**config.mk**
```make
export PLATFORM = sky130hd
export DESIGN_NAME = czcrb_bank
export DESIGN_NICKNAME = d
export VERILOG_FILES = /design/src/core/czcrb_pkg.sv /design/src/core/czcrb_bank.sv /design/src/core/czcrb_field_reg.sv
export VERILOG_INCLUDE_DIRS = /design/src /design/src/core
export SDC_FILE = /design/constraint.sdc
export NUM_CORES = 1
export LEC_CHECK = 0
export BUFFER_PORTS_ARGS = -buffer_cell sky130_fd_sc_hd__buf_2
export CORE_MARGIN = 1
export CORE_UTILIZATION = 48
export CTS_CLUSTER_DIAMETER = 120
export DETAILED_ROUTE_END_ITERATION = 8
export GPL_TIMING_DRIVEN = 0
export MAX_ROUTING_LAYER = met4
export PLACE_DENSITY = 0.87
export SYNTH_ARGS = -nofsm -noshare
export SYNTH_HDL_FRONTEND = slang
export SYNTH_SLANG_ARGS = --single-unit
export TNS_END_PERCENT = 30
```
**constraint.sdc**
```tcl
create_clock -name mclk -period 5.5 [get_ports mclk]
set_input_delay 0.55 -clock mclk [delete_from_list [all_inputs] [get_ports mclk]]
set_output_delay 0.55 -clock mclk [all_outputs]
set_load 0.01 [all_outputs]
```
**src/core/czcrb_cfg.svh**
```systemverilog
`ifndef CZCRB_CFG_SVH
`define CZCRB_CFG_SVH

// Register offsets
`define CZCRB_OFS_THR_LOW      8'h08
`define CZCRB_OFS_CHANNEL_ZERO_CONFIG      8'h09
`define CZCRB_OFS_OFS_HIGH     8'h0A
`define CZCRB_OFS_OFS_LOW      8'h0B
`define CZCRB_OFS_GAIN_HIGH    8'h0C
`define CZCRB_OFS_GAIN_LOW     8'h0D

// Reset values
`define CZCRB_RST_THR_LOW      16'h0000
`define CZCRB_RST_CHANNEL_ZERO_CONFIG      16'h0000
`define CZCRB_RST_OFS_HIGH     16'h0000
`define CZCRB_RST_OFS_LOW      16'h0000
`define CZCRB_RST_GAIN_HIGH    16'h8000
`define CZCRB_RST_GAIN_LOW     16'h0000

// Writable bit masks, reserved bits cleared
`define CZCRB_WM_THR_LOW       16'hFF0F
`define CZCRB_WM_CHANNEL_ZERO_CONFIG       16'hFFC7
`define CZCRB_WM_OFS_HIGH      16'hFFFF
`define CZCRB_WM_OFS_LOW       16'hFF00
`define CZCRB_WM_GAIN_HIGH     16'hFFFF
`define CZCRB_WM_GAIN_LOW      16'hFF00

// Field positions
`define CZCRB_LOWBYTE_MSB      15
`define CZCRB_LOWBYTE_LSB      8
`define CZCRB_DCSET_MSB        3
`define CZCRB_DCSET_LSB        0
`define CZCRB_PHASE_MSB        15
`define CZCRB_PHASE_LSB        6
`define CZCRB_DCOFF_BIT        2
`define CZCRB_INSEL_MSB        1
`define CZCRB_INSEL_LSB        0

// Unity gain correction word
`define CZCRB_GAIN_UNITY       24'h800000
// Read data for unmapped offsets
`define CZCRB_RD_UNMAPPED      16'h0000

`endif

```
**src/core/czcrb_pkg.sv**
```systemverilog
package czcrb_pkg;

	// Channel zero input source
	typedef enum logic [1:0] {
		CZCRB_IN_NORMAL   = 2'h0,
		CZCRB_IN_SHORTED  = 2'h1,
		CZCRB_IN_TEST_POS = 2'h2,
		CZCRB_IN_TEST_NEG = 2'h3
	} czcrb_insel_t;

	// One bank word
	typedef logic [15:0] czcrb_word_t;

	// A 24-bit calibration or threshold value
	typedef logic [23:0] czcrb_wide_t;

endpackage : czcrb_pkg

```
**src/core/czcrb_bank.sv**
```systemverilog
`include "czcrb_cfg.svh"

module czcrb_bank
	import czcrb_pkg::*;
(
	// Clock and reset
	input  wire logic        mclk,
	input  wire logic        rst,
	// Register port
	input  wire logic [7:0]  reg_addr,
	input  wire czcrb_word_t reg_wdata,
	input  wire logic        reg_wr,
	input  wire logic        reg_rd,
	output czcrb_word_t      reg_rdata,
	output logic             reg_unmapped,
	// Neighbouring threshold high word
	input  wire czcrb_word_t detect_threshold_high_bits,
	// Current-detect threshold and global filter
	output czcrb_wide_t      detect_threshold,
	output logic [3:0]       dc_removal_setting,
	// Channel zero controls
	output logic [9:0]       channel_zero_phase_delay,
	output logic             channel_zero_dc_removal_off,
	output logic [3:0]       channel_zero_dc_setting,
	output logic             channel_zero_dc_active,
	output czcrb_insel_t     channel_zero_input_select,
	output logic             sel_normal,
	output logic             sel_shorted,
	output logic             sel_test_pos,
	output logic             sel_test_neg,
	// Channel zero calibration
	output czcrb_wide_t      offset_corr,
	output czcrb_wide_t      gain_corr,
	output logic             gain_is_unity,
	output logic             cal_changed
);

	// Offset compare shared by write and read decode
	function automatic logic czcrb_hit(input logic [7:0] addr, input logic [7:0] ofs);
		czcrb_hit = (addr == ofs);
	endfunction : czcrb_hit

	// Address decode
	wire logic hit_thr_low;
	wire logic hit_channel_zero_config;
	wire logic hit_ofs_high;
	wire logic hit_ofs_low;
	wire logic hit_gain_high;
	wire logic hit_gain_low;
	wire logic hit_any;
	assign hit_thr_low   = czcrb_hit(reg_addr, `CZCRB_OFS_THR_LOW);
	assign hit_channel_zero_config   = czcrb_hit(reg_addr, `CZCRB_OFS_CHANNEL_ZERO_CONFIG);
	assign hit_ofs_high  = czcrb_hit(reg_addr, `CZCRB_OFS_OFS_HIGH);
	assign hit_ofs_low   = czcrb_hit(reg_addr, `CZCRB_OFS_OFS_LOW);
	assign hit_gain_high = czcrb_hit(reg_addr, `CZCRB_OFS_GAIN_HIGH);
	assign hit_gain_low  = czcrb_hit(reg_addr, `CZCRB_OFS_GAIN_LOW);
	assign hit_any       = hit_thr_low | hit_channel_zero_config | hit_ofs_high | hit_ofs_low | hit_gain_high | hit_gain_low;

	// Per-word write enables
	wire logic wr_thr_low;
	wire logic wr_channel_zero_config;
	wire logic wr_ofs_high;
	wire logic wr_ofs_low;
	wire logic wr_gain_high;
	wire logic wr_gain_low;
	assign wr_thr_low   = reg_wr & hit_thr_low;
	assign wr_channel_zero_config   = reg_wr & hit_channel_zero_config;
	assign wr_ofs_high  = reg_wr & hit_ofs_high;
	assign wr_ofs_low   = reg_wr & hit_ofs_low;
	assign wr_gain_high = reg_wr & hit_gain_high;
	assign wr_gain_low  = reg_wr & hit_gain_low;

	// Stored words
	czcrb_word_t thr_low_q;
	czcrb_word_t channel_zero_config_q;
	czcrb_word_t ofs_high_q;
	czcrb_word_t ofs_low_q;
	czcrb_word_t gain_high_q;
	czcrb_word_t gain_low_q;

	czcrb_field_reg #(
		.RESET_VALUE (`CZCRB_RST_THR_LOW),
		.WRITE_MASK  (`CZCRB_WM_THR_LOW)
	) u_thr_low (
		.mclk  (mclk),
		.rst   (rst),
		.wr_en (wr_thr_low),
		.wdata (reg_wdata),
		.q     (thr_low_q)
	);

	czcrb_field_reg #(
		.RESET_VALUE (`CZCRB_RST_CHANNEL_ZERO_CONFIG),
		.WRITE_MASK  (`CZCRB_WM_CHANNEL_ZERO_CONFIG)
	) u_channel_zero_config (
		.mclk  (mclk),
		.rst   (rst),
		.wr_en (wr_channel_zero_config),
		.wdata (reg_wdata),
		.q     (channel_zero_config_q)
	);

	czcrb_field_reg #(
		.RESET_VALUE (`CZCRB_RST_OFS_HIGH),
		.WRITE_MASK  (`CZCRB_WM_OFS_HIGH)
	) u_ofs_high (
		.mclk  (mclk),
		.rst   (rst),
		.wr_en (wr_ofs_high),
		.wdata (reg_wdata),
		.q     (ofs_high_q)
	);

	// offset low byte, lower byte fixed zero
	czcrb_field_reg #(
		.RESET_VALUE (`CZCRB_RST_OFS_LOW),
		.WRITE_MASK  (`CZCRB_WM_OFS_LOW)
	) u_ofs_low (
		.mclk  (mclk),
		.rst   (rst),
		.wr_en (wr_ofs_low),
		.wdata (reg_wdata),
		.q     (ofs_low_q)
	);

	czcrb_field_reg #(
		.RESET_VALUE (`CZCRB_RST_GAIN_HIGH),
		.WRITE_MASK  (`CZCRB_WM_GAIN_HIGH)
	) u_gain_high (
		.mclk  (mclk),
		.rst   (rst),
		.wr_en (wr_gain_high),
		.wdata (reg_wdata),
		.q     (gain_high_q)
	);

	// gain low byte, lower byte fixed zero
	czcrb_field_reg #(
		.RESET_VALUE (`CZCRB_RST_GAIN_LOW),
		.WRITE_MASK  (`CZCRB_WM_GAIN_LOW)
	) u_gain_low (
		.mclk  (mclk),
		.rst   (rst),
		.wr_en (wr_gain_low),
		.wdata (reg_wdata),
		.q     (gain_low_q)
	);

	// Read selection from stored words
	czcrb_word_t rd_mux;
	assign rd_mux = hit_thr_low   ? thr_low_q   :
	                hit_channel_zero_config   ? channel_zero_config_q   :
	                hit_ofs_high  ? ofs_high_q  :
	                hit_ofs_low   ? ofs_low_q   :
	                hit_gain_high ? gain_high_q :
	                hit_gain_low  ? gain_low_q  : `CZCRB_RD_UNMAPPED;

	// Read data valid only in the cycle after the strobe
	czcrb_word_t next_rdata;
	logic        next_unmapped;
	assign next_rdata    = reg_rd ? rd_mux : `CZCRB_RD_UNMAPPED;
	assign next_unmapped = (reg_rd | reg_wr) & ~hit_any;

	always_ff @(posedge mclk or posedge rst) begin
		if (rst) begin
			reg_rdata    <= `CZCRB_RD_UNMAPPED;
			reg_unmapped <= 1'b0;
		end else begin
			reg_rdata    <= next_rdata;
			reg_unmapped <= next_unmapped;
		end
	end

	// Field views of the stored words
	wire logic [7:0] thr_low_byte;
	wire logic [3:0] dc_set_field;
	wire logic [9:0] phase_field;
	wire logic       dc_off_field;
	wire logic [1:0] insel_field;
	wire logic [7:0] ofs_low_byte;
	wire logic [7:0] gain_low_byte;
	assign thr_low_byte  = thr_low_q[`CZCRB_LOWBYTE_MSB:`CZCRB_LOWBYTE_LSB];
	assign dc_set_field  = thr_low_q[`CZCRB_DCSET_MSB:`CZCRB_DCSET_LSB];
	assign phase_field   = channel_zero_config_q[`CZCRB_PHASE_MSB:`CZCRB_PHASE_LSB];
	assign dc_off_field  = channel_zero_config_q[`CZCRB_DCOFF_BIT];
	assign insel_field   = channel_zero_config_q[`CZCRB_INSEL_MSB:`CZCRB_INSEL_LSB];
	assign ofs_low_byte  = ofs_low_q[`CZCRB_LOWBYTE_MSB:`CZCRB_LOWBYTE_LSB];
	assign gain_low_byte = gain_low_q[`CZCRB_LOWBYTE_MSB:`CZCRB_LOWBYTE_LSB];

	// threshold joins neighbour high word and low byte
	czcrb_wide_t next_threshold;
	assign next_threshold = {detect_threshold_high_bits, thr_low_byte};

	wire logic [3:0] next_ch0_dc_setting;
	wire logic       next_ch0_dc_active;
	assign next_ch0_dc_active  = ~dc_off_field;
	assign next_ch0_dc_setting = dc_off_field ? 4'h0 : dc_set_field;

	czcrb_insel_t next_insel;
	assign next_insel = czcrb_insel_t'(insel_field);

	// Wide calibration words
	czcrb_wide_t next_offset;
	czcrb_wide_t next_gain;
	assign next_offset = {ofs_high_q, ofs_low_byte};
	assign next_gain   = {gain_high_q, gain_low_byte};

	// Pulse on any calibration word write
	wire logic next_cal_changed;
	assign next_cal_changed = wr_ofs_high | wr_ofs_low | wr_gain_high | wr_gain_low;

	// Threshold and filter outputs
	always_ff @(posedge mclk or posedge rst) begin
		if (rst) begin
			detect_threshold   <= 24'h000000;
			dc_removal_setting <= 4'h0;
		end else begin
			detect_threshold   <= next_threshold;
			dc_removal_setting <= dc_set_field;
		end
	end

	// Channel zero filter and phase outputs
	always_ff @(posedge mclk or posedge rst) begin
		if (rst) begin
			channel_zero_phase_delay    <= 10'h000;
			channel_zero_dc_removal_off <= 1'b0;
			channel_zero_dc_setting     <= 4'h0;
			channel_zero_dc_active      <= 1'b1;
		end else begin
			channel_zero_phase_delay    <= phase_field;
			channel_zero_dc_removal_off <= dc_off_field;
			channel_zero_dc_setting     <= next_ch0_dc_setting;
			channel_zero_dc_active      <= next_ch0_dc_active;
		end
	end

	always_ff @(posedge mclk or posedge rst) begin
		if (rst) begin
			channel_zero_input_select <= CZCRB_IN_NORMAL;
			sel_normal                <= 1'b1;
			sel_shorted               <= 1'b0;
			sel_test_pos              <= 1'b0;
			sel_test_neg              <= 1'b0;
		end else begin
			channel_zero_input_select <= next_insel;
			sel_normal                <= (next_insel == CZCRB_IN_NORMAL);
			sel_shorted               <= (next_insel == CZCRB_IN_SHORTED);
			sel_test_pos              <= (next_insel == CZCRB_IN_TEST_POS);
			sel_test_neg              <= (next_insel == CZCRB_IN_TEST_NEG);
		end
	end

	// Calibration outputs
	always_ff @(posedge mclk or posedge rst) begin
		if (rst) begin
			offset_corr   <= 24'h000000;
			gain_corr     <= `CZCRB_GAIN_UNITY;
			gain_is_unity <= 1'b1;
			cal_changed   <= 1'b0;
		end else begin
			offset_corr   <= next_offset;
			gain_corr     <= next_gain;
			gain_is_unity <= (next_gain == `CZCRB_GAIN_UNITY);
			cal_changed   <= next_cal_changed;
		end
	end

endmodule : czcrb_bank

```
**src/core/czcrb_field_reg.sv**
```systemverilog
// One 16-bit bank word with write mask and fixed reserved bits
module czcrb_field_reg
	import czcrb_pkg::*;
#(
	parameter czcrb_word_t RESET_VALUE = 16'h0000,
	parameter czcrb_word_t WRITE_MASK  = 16'hFFFF
) (
	// Clock and reset
	input  wire logic        mclk,
	input  wire logic        rst,
	// Write side
	input  wire logic        wr_en,
	input  wire czcrb_word_t wdata,
	// Stored word
	output czcrb_word_t      q
);

	// Masked bits keep their value, reserved bits never leave reset
	czcrb_word_t next_q;
	assign next_q = (q & ~WRITE_MASK) | (wdata & WRITE_MASK);

	// Word storage
	always_ff @(posedge mclk or posedge rst) begin
		if (rst) begin
			q <= RESET_VALUE;
		end else if (wr_en) begin
			q <= next_q;
		end
	end

endmodule : czcrb_field_reg

```
# Word level (Yosys, flattened, before mapping)
# Index checks and enable logic that the tools add are counted.
# totals
regBits	213
latch_bits	0
ramBits	0
rom_bits	0
inputBits	44
out_inout_bits	117
wordCells	64
mem_count	0
# classes
addsub	0
n_mul	0
div	0
magnitude_cmp	0
n_eq_ne	10
n_shift	0
muxes	8
n_bitwise	22
n_reduce_logical	1
# ops
cell	n
2-to-1 mux 16 bit	7
equality test 8 x 4 -> 1 bit (second input constant)	6
bitwise OR 8 x 16 -> 16 bit	3
equality test 24 bit (second input constant)	1
bitwise OR 6 x 16 -> 16 bit	1
bitwise OR 1 bit	9
AND 1 bit	7
equality test 2 bit (second input constant)	2
2-to-1 mux 4 bit	1
equality test 2 x 1 -> 1 bit (second input constant)	1
logical NOT 2 bit	1
NOT 1 bit	2

# Logic depth before layout (Yosys ltp)
# depth
word_depth	8
depth_mapped	7
mapped_depth_nobuf	4

# Cells and area by module
# Synthesis repeated with hierarchy kept, for this count alone.
# hier_totals
cells_unflattened	496
hier_area_um2	7415.9
# modules_own_cells
module	n_inst	cells_each	area_per_inst_um2	seq_area_each_um2
czcrb_bank	1	309	4237.8	2932.8
czcrb_field_reg at u_gain_low ...	2	27	399.1	200.2
czcrb_field_reg at u_gain_high	1	35	654.4	401.6
czcrb_field_reg at u_ofs_high	1	35	653.1	400.4
czcrb_field_reg at u_channel_zero_config	1	32	550.5	325.3
czcrb_field_reg at u_thr_low	1	31	521.8	300.3

# Least setup slack after synthesis
# OpenSTA, ideal clock, no wires.
# synth_timing
path_kind	input -> register
from	input port reg_addr[5]
to	register u_gain_high.q[0]
setup_ns	0.125
arrival_time_ns	1.792
t_required_ns	5.375
path_slack_ns	3.583
cell_stages	6
path_buffers	2
cell_sequence	nor4b_4 > and2_4 > buf_12 > nand4_4 > buf_6 > mux2_4
# synth_between
elab_chain_cells	2
# synth_rtl
element	line	rtl
start, declared	czcrb_bank.sv:10	input wire logic [7:0] reg_addr,
equality test 8 x 4 -> 1 bit	czcrb_bank.sv:40	czcrb_hit = (addr == ofs);
AND 1 bit	czcrb_bank.sv:70	assign wr_gain_high = reg_wr & hit_gain_high;
end signal, assigned	czcrb_field_reg.sv:27	q <= next_q;
end, declared	czcrb_field_reg.sv:15	output czcrb_word_t q
# No other way between the ends.
# A chain may end at the register's enable or synchronous reset.

# Worst setup path in the final report
# layout_timing
from	input port reg_addr[5]
to	register reg_rdata[15]
# layout_between
elab_chain_cells	8
elab_cells_between_ends	13
classes_between	6 x eq/ne; 7 x mux
# layout_rtl
element	line	rtl
equality test 8 x 4 -> 1 bit	czcrb_bank.sv:40	
2-to-1 mux 16 bit (no source line) (5 in series)	n/a	
2-to-1 mux 16 bit (no source line) (*) (2 in series)	n/a	
named net next_rdata[15]	czcrb_bank.sv:159	czcrb_word_t next_rdata;
end signal, assigned	czcrb_bank.sv:166	reg_rdata <= `CZCRB_RD_UNMAPPED;
end signal, assigned	czcrb_bank.sv:169	reg_rdata <= next_rdata;
end, declared	czcrb_bank.sv:14	output czcrb_word_t reg_rdata,
# Mark *: on every way through the listed nets, which the timed path passes. The rest lies on a longest branch.

==> impl_results.rst <==
.. list-table::
   :header-rows: 1

   * - Metric
     - Value
   * - Cell Int Power
     - 0.00218 W
   * - Reg2reg start
     - u_gain_high.q[12]$_DFFE_PP0P_
   * - Mean routed wirelength per cell
     - ~20 um
   * - Register bit total from synthesis
     - 190
   * - Max cap viols
     - 0
   * - 1st-iter DRT viols
     - approximately 260
   * - Placed Cells incl. Taps
     - 756
   * - P_sw
     - 0.000642 W
   * - Number of gates resized after CTS
     - 0
   * - CP startpoint
     - reg_addr[5]
   * - Power share of the sequential group
     - 53.1%
   * - Highest ir drop seen on vdd
     - around 0.21 mV
   * - Count of unresolved DRC violations after routing
     - 0
   * - H-Tree Level Count
     - 4
   * - Later-pin clock latency in the skew report
     - 420 ps
   * - TritonCTS clock tree
     - yes
   * - Count of antenna-violating nets left after detailed routing
     - 0
   * - Setup Buffers After CTS
     - 0
   * - Commonest register cell after synthesis
     - dfrtp_1
   * - GRT overflow
     - 0
   * - Placer's final routability congestion estimate
     - 0.865
   * - Clock-pin slew on the worst setup and hold paths
     - 60 ps
   * - Hold_ws
     - 234 ps
   * - Combinational Power Share
     - 7.0%
   * - Fraction of the yosys area taken by sequential cells
     - 70.6%
   * - Nets
     - 643
   * - Library cell occupying the most area in the post-synthesis netlist
     - dfrtp_1
   * - Worst Setup Start Kind
     - primary input
   * - Synth-to-Final Area Change
     - 24.4%
   * - Slack of the worst reg-to-reg path
     - slightly above 4000 ps
   * - Number of clock sinks
     - 190
   * - Top cells by instance count after synthesis
     - dfrtp_1 (185), mux2_2 (54), mux2_4 (20)
   * - Pwr dens
     - 336 nW/um^2
   * - Run status
     - finished clean
   * - Proportion of netlist area held by the largest area contributor
     - around 69%
   * - Netlist area before placement
     - just under 7000 um^2
   * - Die H
     - 121 um
   * - Maximum net fanout on the critical path
     - 10
   * - Leading cell types by total area after synthesis
     - dfrtp_1 (69%), mux2_2 (9.0%), mux2_4 (4.5%), mux2i_1 (2.7%), dfstp_2 (1.9%)
   * - Share of synthesized flip-flops with an asynchronous set or reset
     - 100%
   * - Initial core utilization
     - 50.1%
   * - Post-route insts no fill
     - 790
   * - Data required time at the worst endpoint
     - 5830 ps
   * - Switching share of total power
     - 22.7%
   * - Via count
     - 4247
   * - Maximum achievable frequency
     - between 500 and 600 MHz
   * - Vias per std cell
     - 5.38
   * - Count of TritonRoute iterations in the first routing pass
     - 5
   * - Final-report max-slew violation count
     - 0
   * - Area used by multi-input combinational logic
     - 1830 um^2
   * - Number of antenna violations at the first check in global routing
     - 1
   * - Tcrit/Tclk final
     - 34.4%
   * - Arrival time reported for the critical path endpoint
     - 2220 ps
   * - Gate count of the mapped netlist
     - 419
   * - Fillers
     - slightly above 1000
   * - Half-perimeter wire length after detailed placement
     - 11200 um
   * - Register cell area after layout
     - 4760 um^2
   * - Worst clock skew
     - 7.96 ps
   * - First-pass GRT wire length
     - 24600 um
   * - Synthesis Warnings
     - 0
   * - Number of top-level pins
     - between 150 and 200
   * - Horiz. Die Dim
     - roughly 120 um
   * - Setup tns final
     - 0 ps
   * - Part of the total power dissipated in the clock network
     - 39.9%
   * - Vias in the first global route
     - 4381
   * - Share of post-route cells with drive strength above 1
     - 48.0%
   * - Slew margin rel.
     - 36.6%
   * - Critical path class
     - primary input to register
   * - Most frequently used cell type in the post-synthesis netlist
     - dfrtp_1
   * - Clk root buf
     - clkbuf_16
   * - HP Class
     - primary input to register
   * - Worst Min Path Start
     - detect_threshold_high_bits[4]
   * - Maximum number of pins on one net before global-route repair
     - 46
   * - Placeable Area
     - 13500 um^2
   * - Num CTS Buffers
     - 17
   * - EDFF count, synth
     - 0
   * - Final setup violating endpoints
     - 0
   * - CTS Hold Buffers Added
     - 0
   * - Number of hold-slack violations in the final timing report
     - 0
   * - All-Layer GR Usage
     - 24.3%
   * - Final critical path time including I/O delays and setup
     - 1890 ps
   * - Die ar.
     - 14500 um^2
   * - LEAKAGE
     - 4.57 nW
   * - Net count after synthesis
     - 463
   * - RSZ-0062 raised after global routing
     - false
   * - WL final
     - 16000 um
   * - Floorplan row count
     - 42
   * - Port Buffers
     - 157
   * - CTS max path bufs
     - 2
   * - Number of distinct standard cells referenced by the synthesized netlist
     - 39
   * - Nature of the critical path endpoint
     - register
   * - Worst Tran Pin Value
     - 949 ps
   * - Average instance area after synthesis
     - approximately 16 um^2
==> per-stage QoR <==
step                setup WS [ps]  util, %  cell area, um^2  total power (W)
detailed placement           3180     58.3             7840          0.00172
floorplan                    2510        -             6750          0.00162
CTS                          3630     62.3             8380          0.00285
global placement             1700     57.6             7750          0.00170
global route                 3500     62.3             8390          0.00293
finish                       3610     62.4             8390          0.00282
==> layout make-up <==
type                            instances  share of cell area (%)
Antenna cell                            2                  0.0597
Buffer                                 21                    1.67
Clock buffer                           22                    5.41
Clock inverter                         10                    1.06
Inverter                                4                   0.224
Multi-Input combinational cell        204                    21.8
Sequential cell                       190                    56.7
Tap cell                              176                    2.62
Timing Repair Buffer                  161                    10.4
==> kinds of logic (layout without fill, tap and decap cells) <==
kind of cell | after synthesis | after routing | share of synthesized area [%]
other | 0 | 2 | 0
DFF | 190 | 190 | 70.6
and+or+nand+nor | 68 | 68 | 6.68
AOI/OAI and AO/OA | 44 | 44 | 4.29
buffers and inverters | 25 | 218 | 2.30
muxes | 92 | 92 | 16.1
==> critical path: stages <==
cell and delay [ps]:
buf_2 120, nor4b_4 390, and3_1 200, clkbuf_1 500, o21ai_0 210, a21oi_1 240
==> layout by cell type, fill, tap and decap left out, types with 11 or more instances in the layout <==
master     instances
a21oi_1           12
buf_2            169
clkbuf_16         17
dfrtp_1          185
mux2_2            54
mux2_4            20
mux2i_1           18
nand2_1           11
==> worst paths after layout <==
kind | end | cells past startpoint
worst max-delay path | reg_rdata[15]$_DFF_PP0_ | 6
worst min-delay path | detect_threshold[12]$_DFF_PP0_ | 1
worst max register to register | gain_is_unity$_DFF_PP1_ | 3
worst min register to register | gain_corr[23]$_DFF_PP1_ | 0
max in group asynchronous | gain_is_unity$_DFF_PP1_ | 4
min in group asynchronous | dc_removal_setting[2]$_DFF_PP0_ | 2
==> power by group through the flow <==
stage | combinational [W] | clock, W | sequential [W]
after floorplan | 0.0000901 | 0 | 0.00153
after global placement | 0.000186 | 0 | 0.00152
after detailed placement | 0.000200 | 0 | 0.00152
after CTS | 0.000201 | 0.00115 | 0.00150
after global routing | 0.000217 | 0.00121 | 0.00150
final | 0.000198 | 0.00113 | 0.00150
==> routing by layer <==
| metal | GRT usage [%] | up-vias | routed length, um |
|---|---|---|---|
| met3 | 7.17 | 28 | 1290 |
| met2 | 37.4 | 201 | 7990 |
| li1 | - | 1853 | - |
| met5 | - | - | 0 |
| met1 | 29.7 | 2165 | 6350 |
| met4 | 11.7 | 0 | 402 |
==> flip-flops by register name, indices dropped and copies added (netlist names), 4 cells and up <==
name,cells
detect_threshold,24
gain_corr,24
offset_corr,24
reg_rdata,16
u_gain_high.q,16
u_ofs_high.q,16
u_channel_zero_config.q,13
u_thr_low.q,12
channel_zero_phase_delay,10
u_gain_low.q,8
u_ofs_low.q,8
channel_zero_dc_setting,4
dc_removal_setting,4
Power figures use the tool's default switching activity.
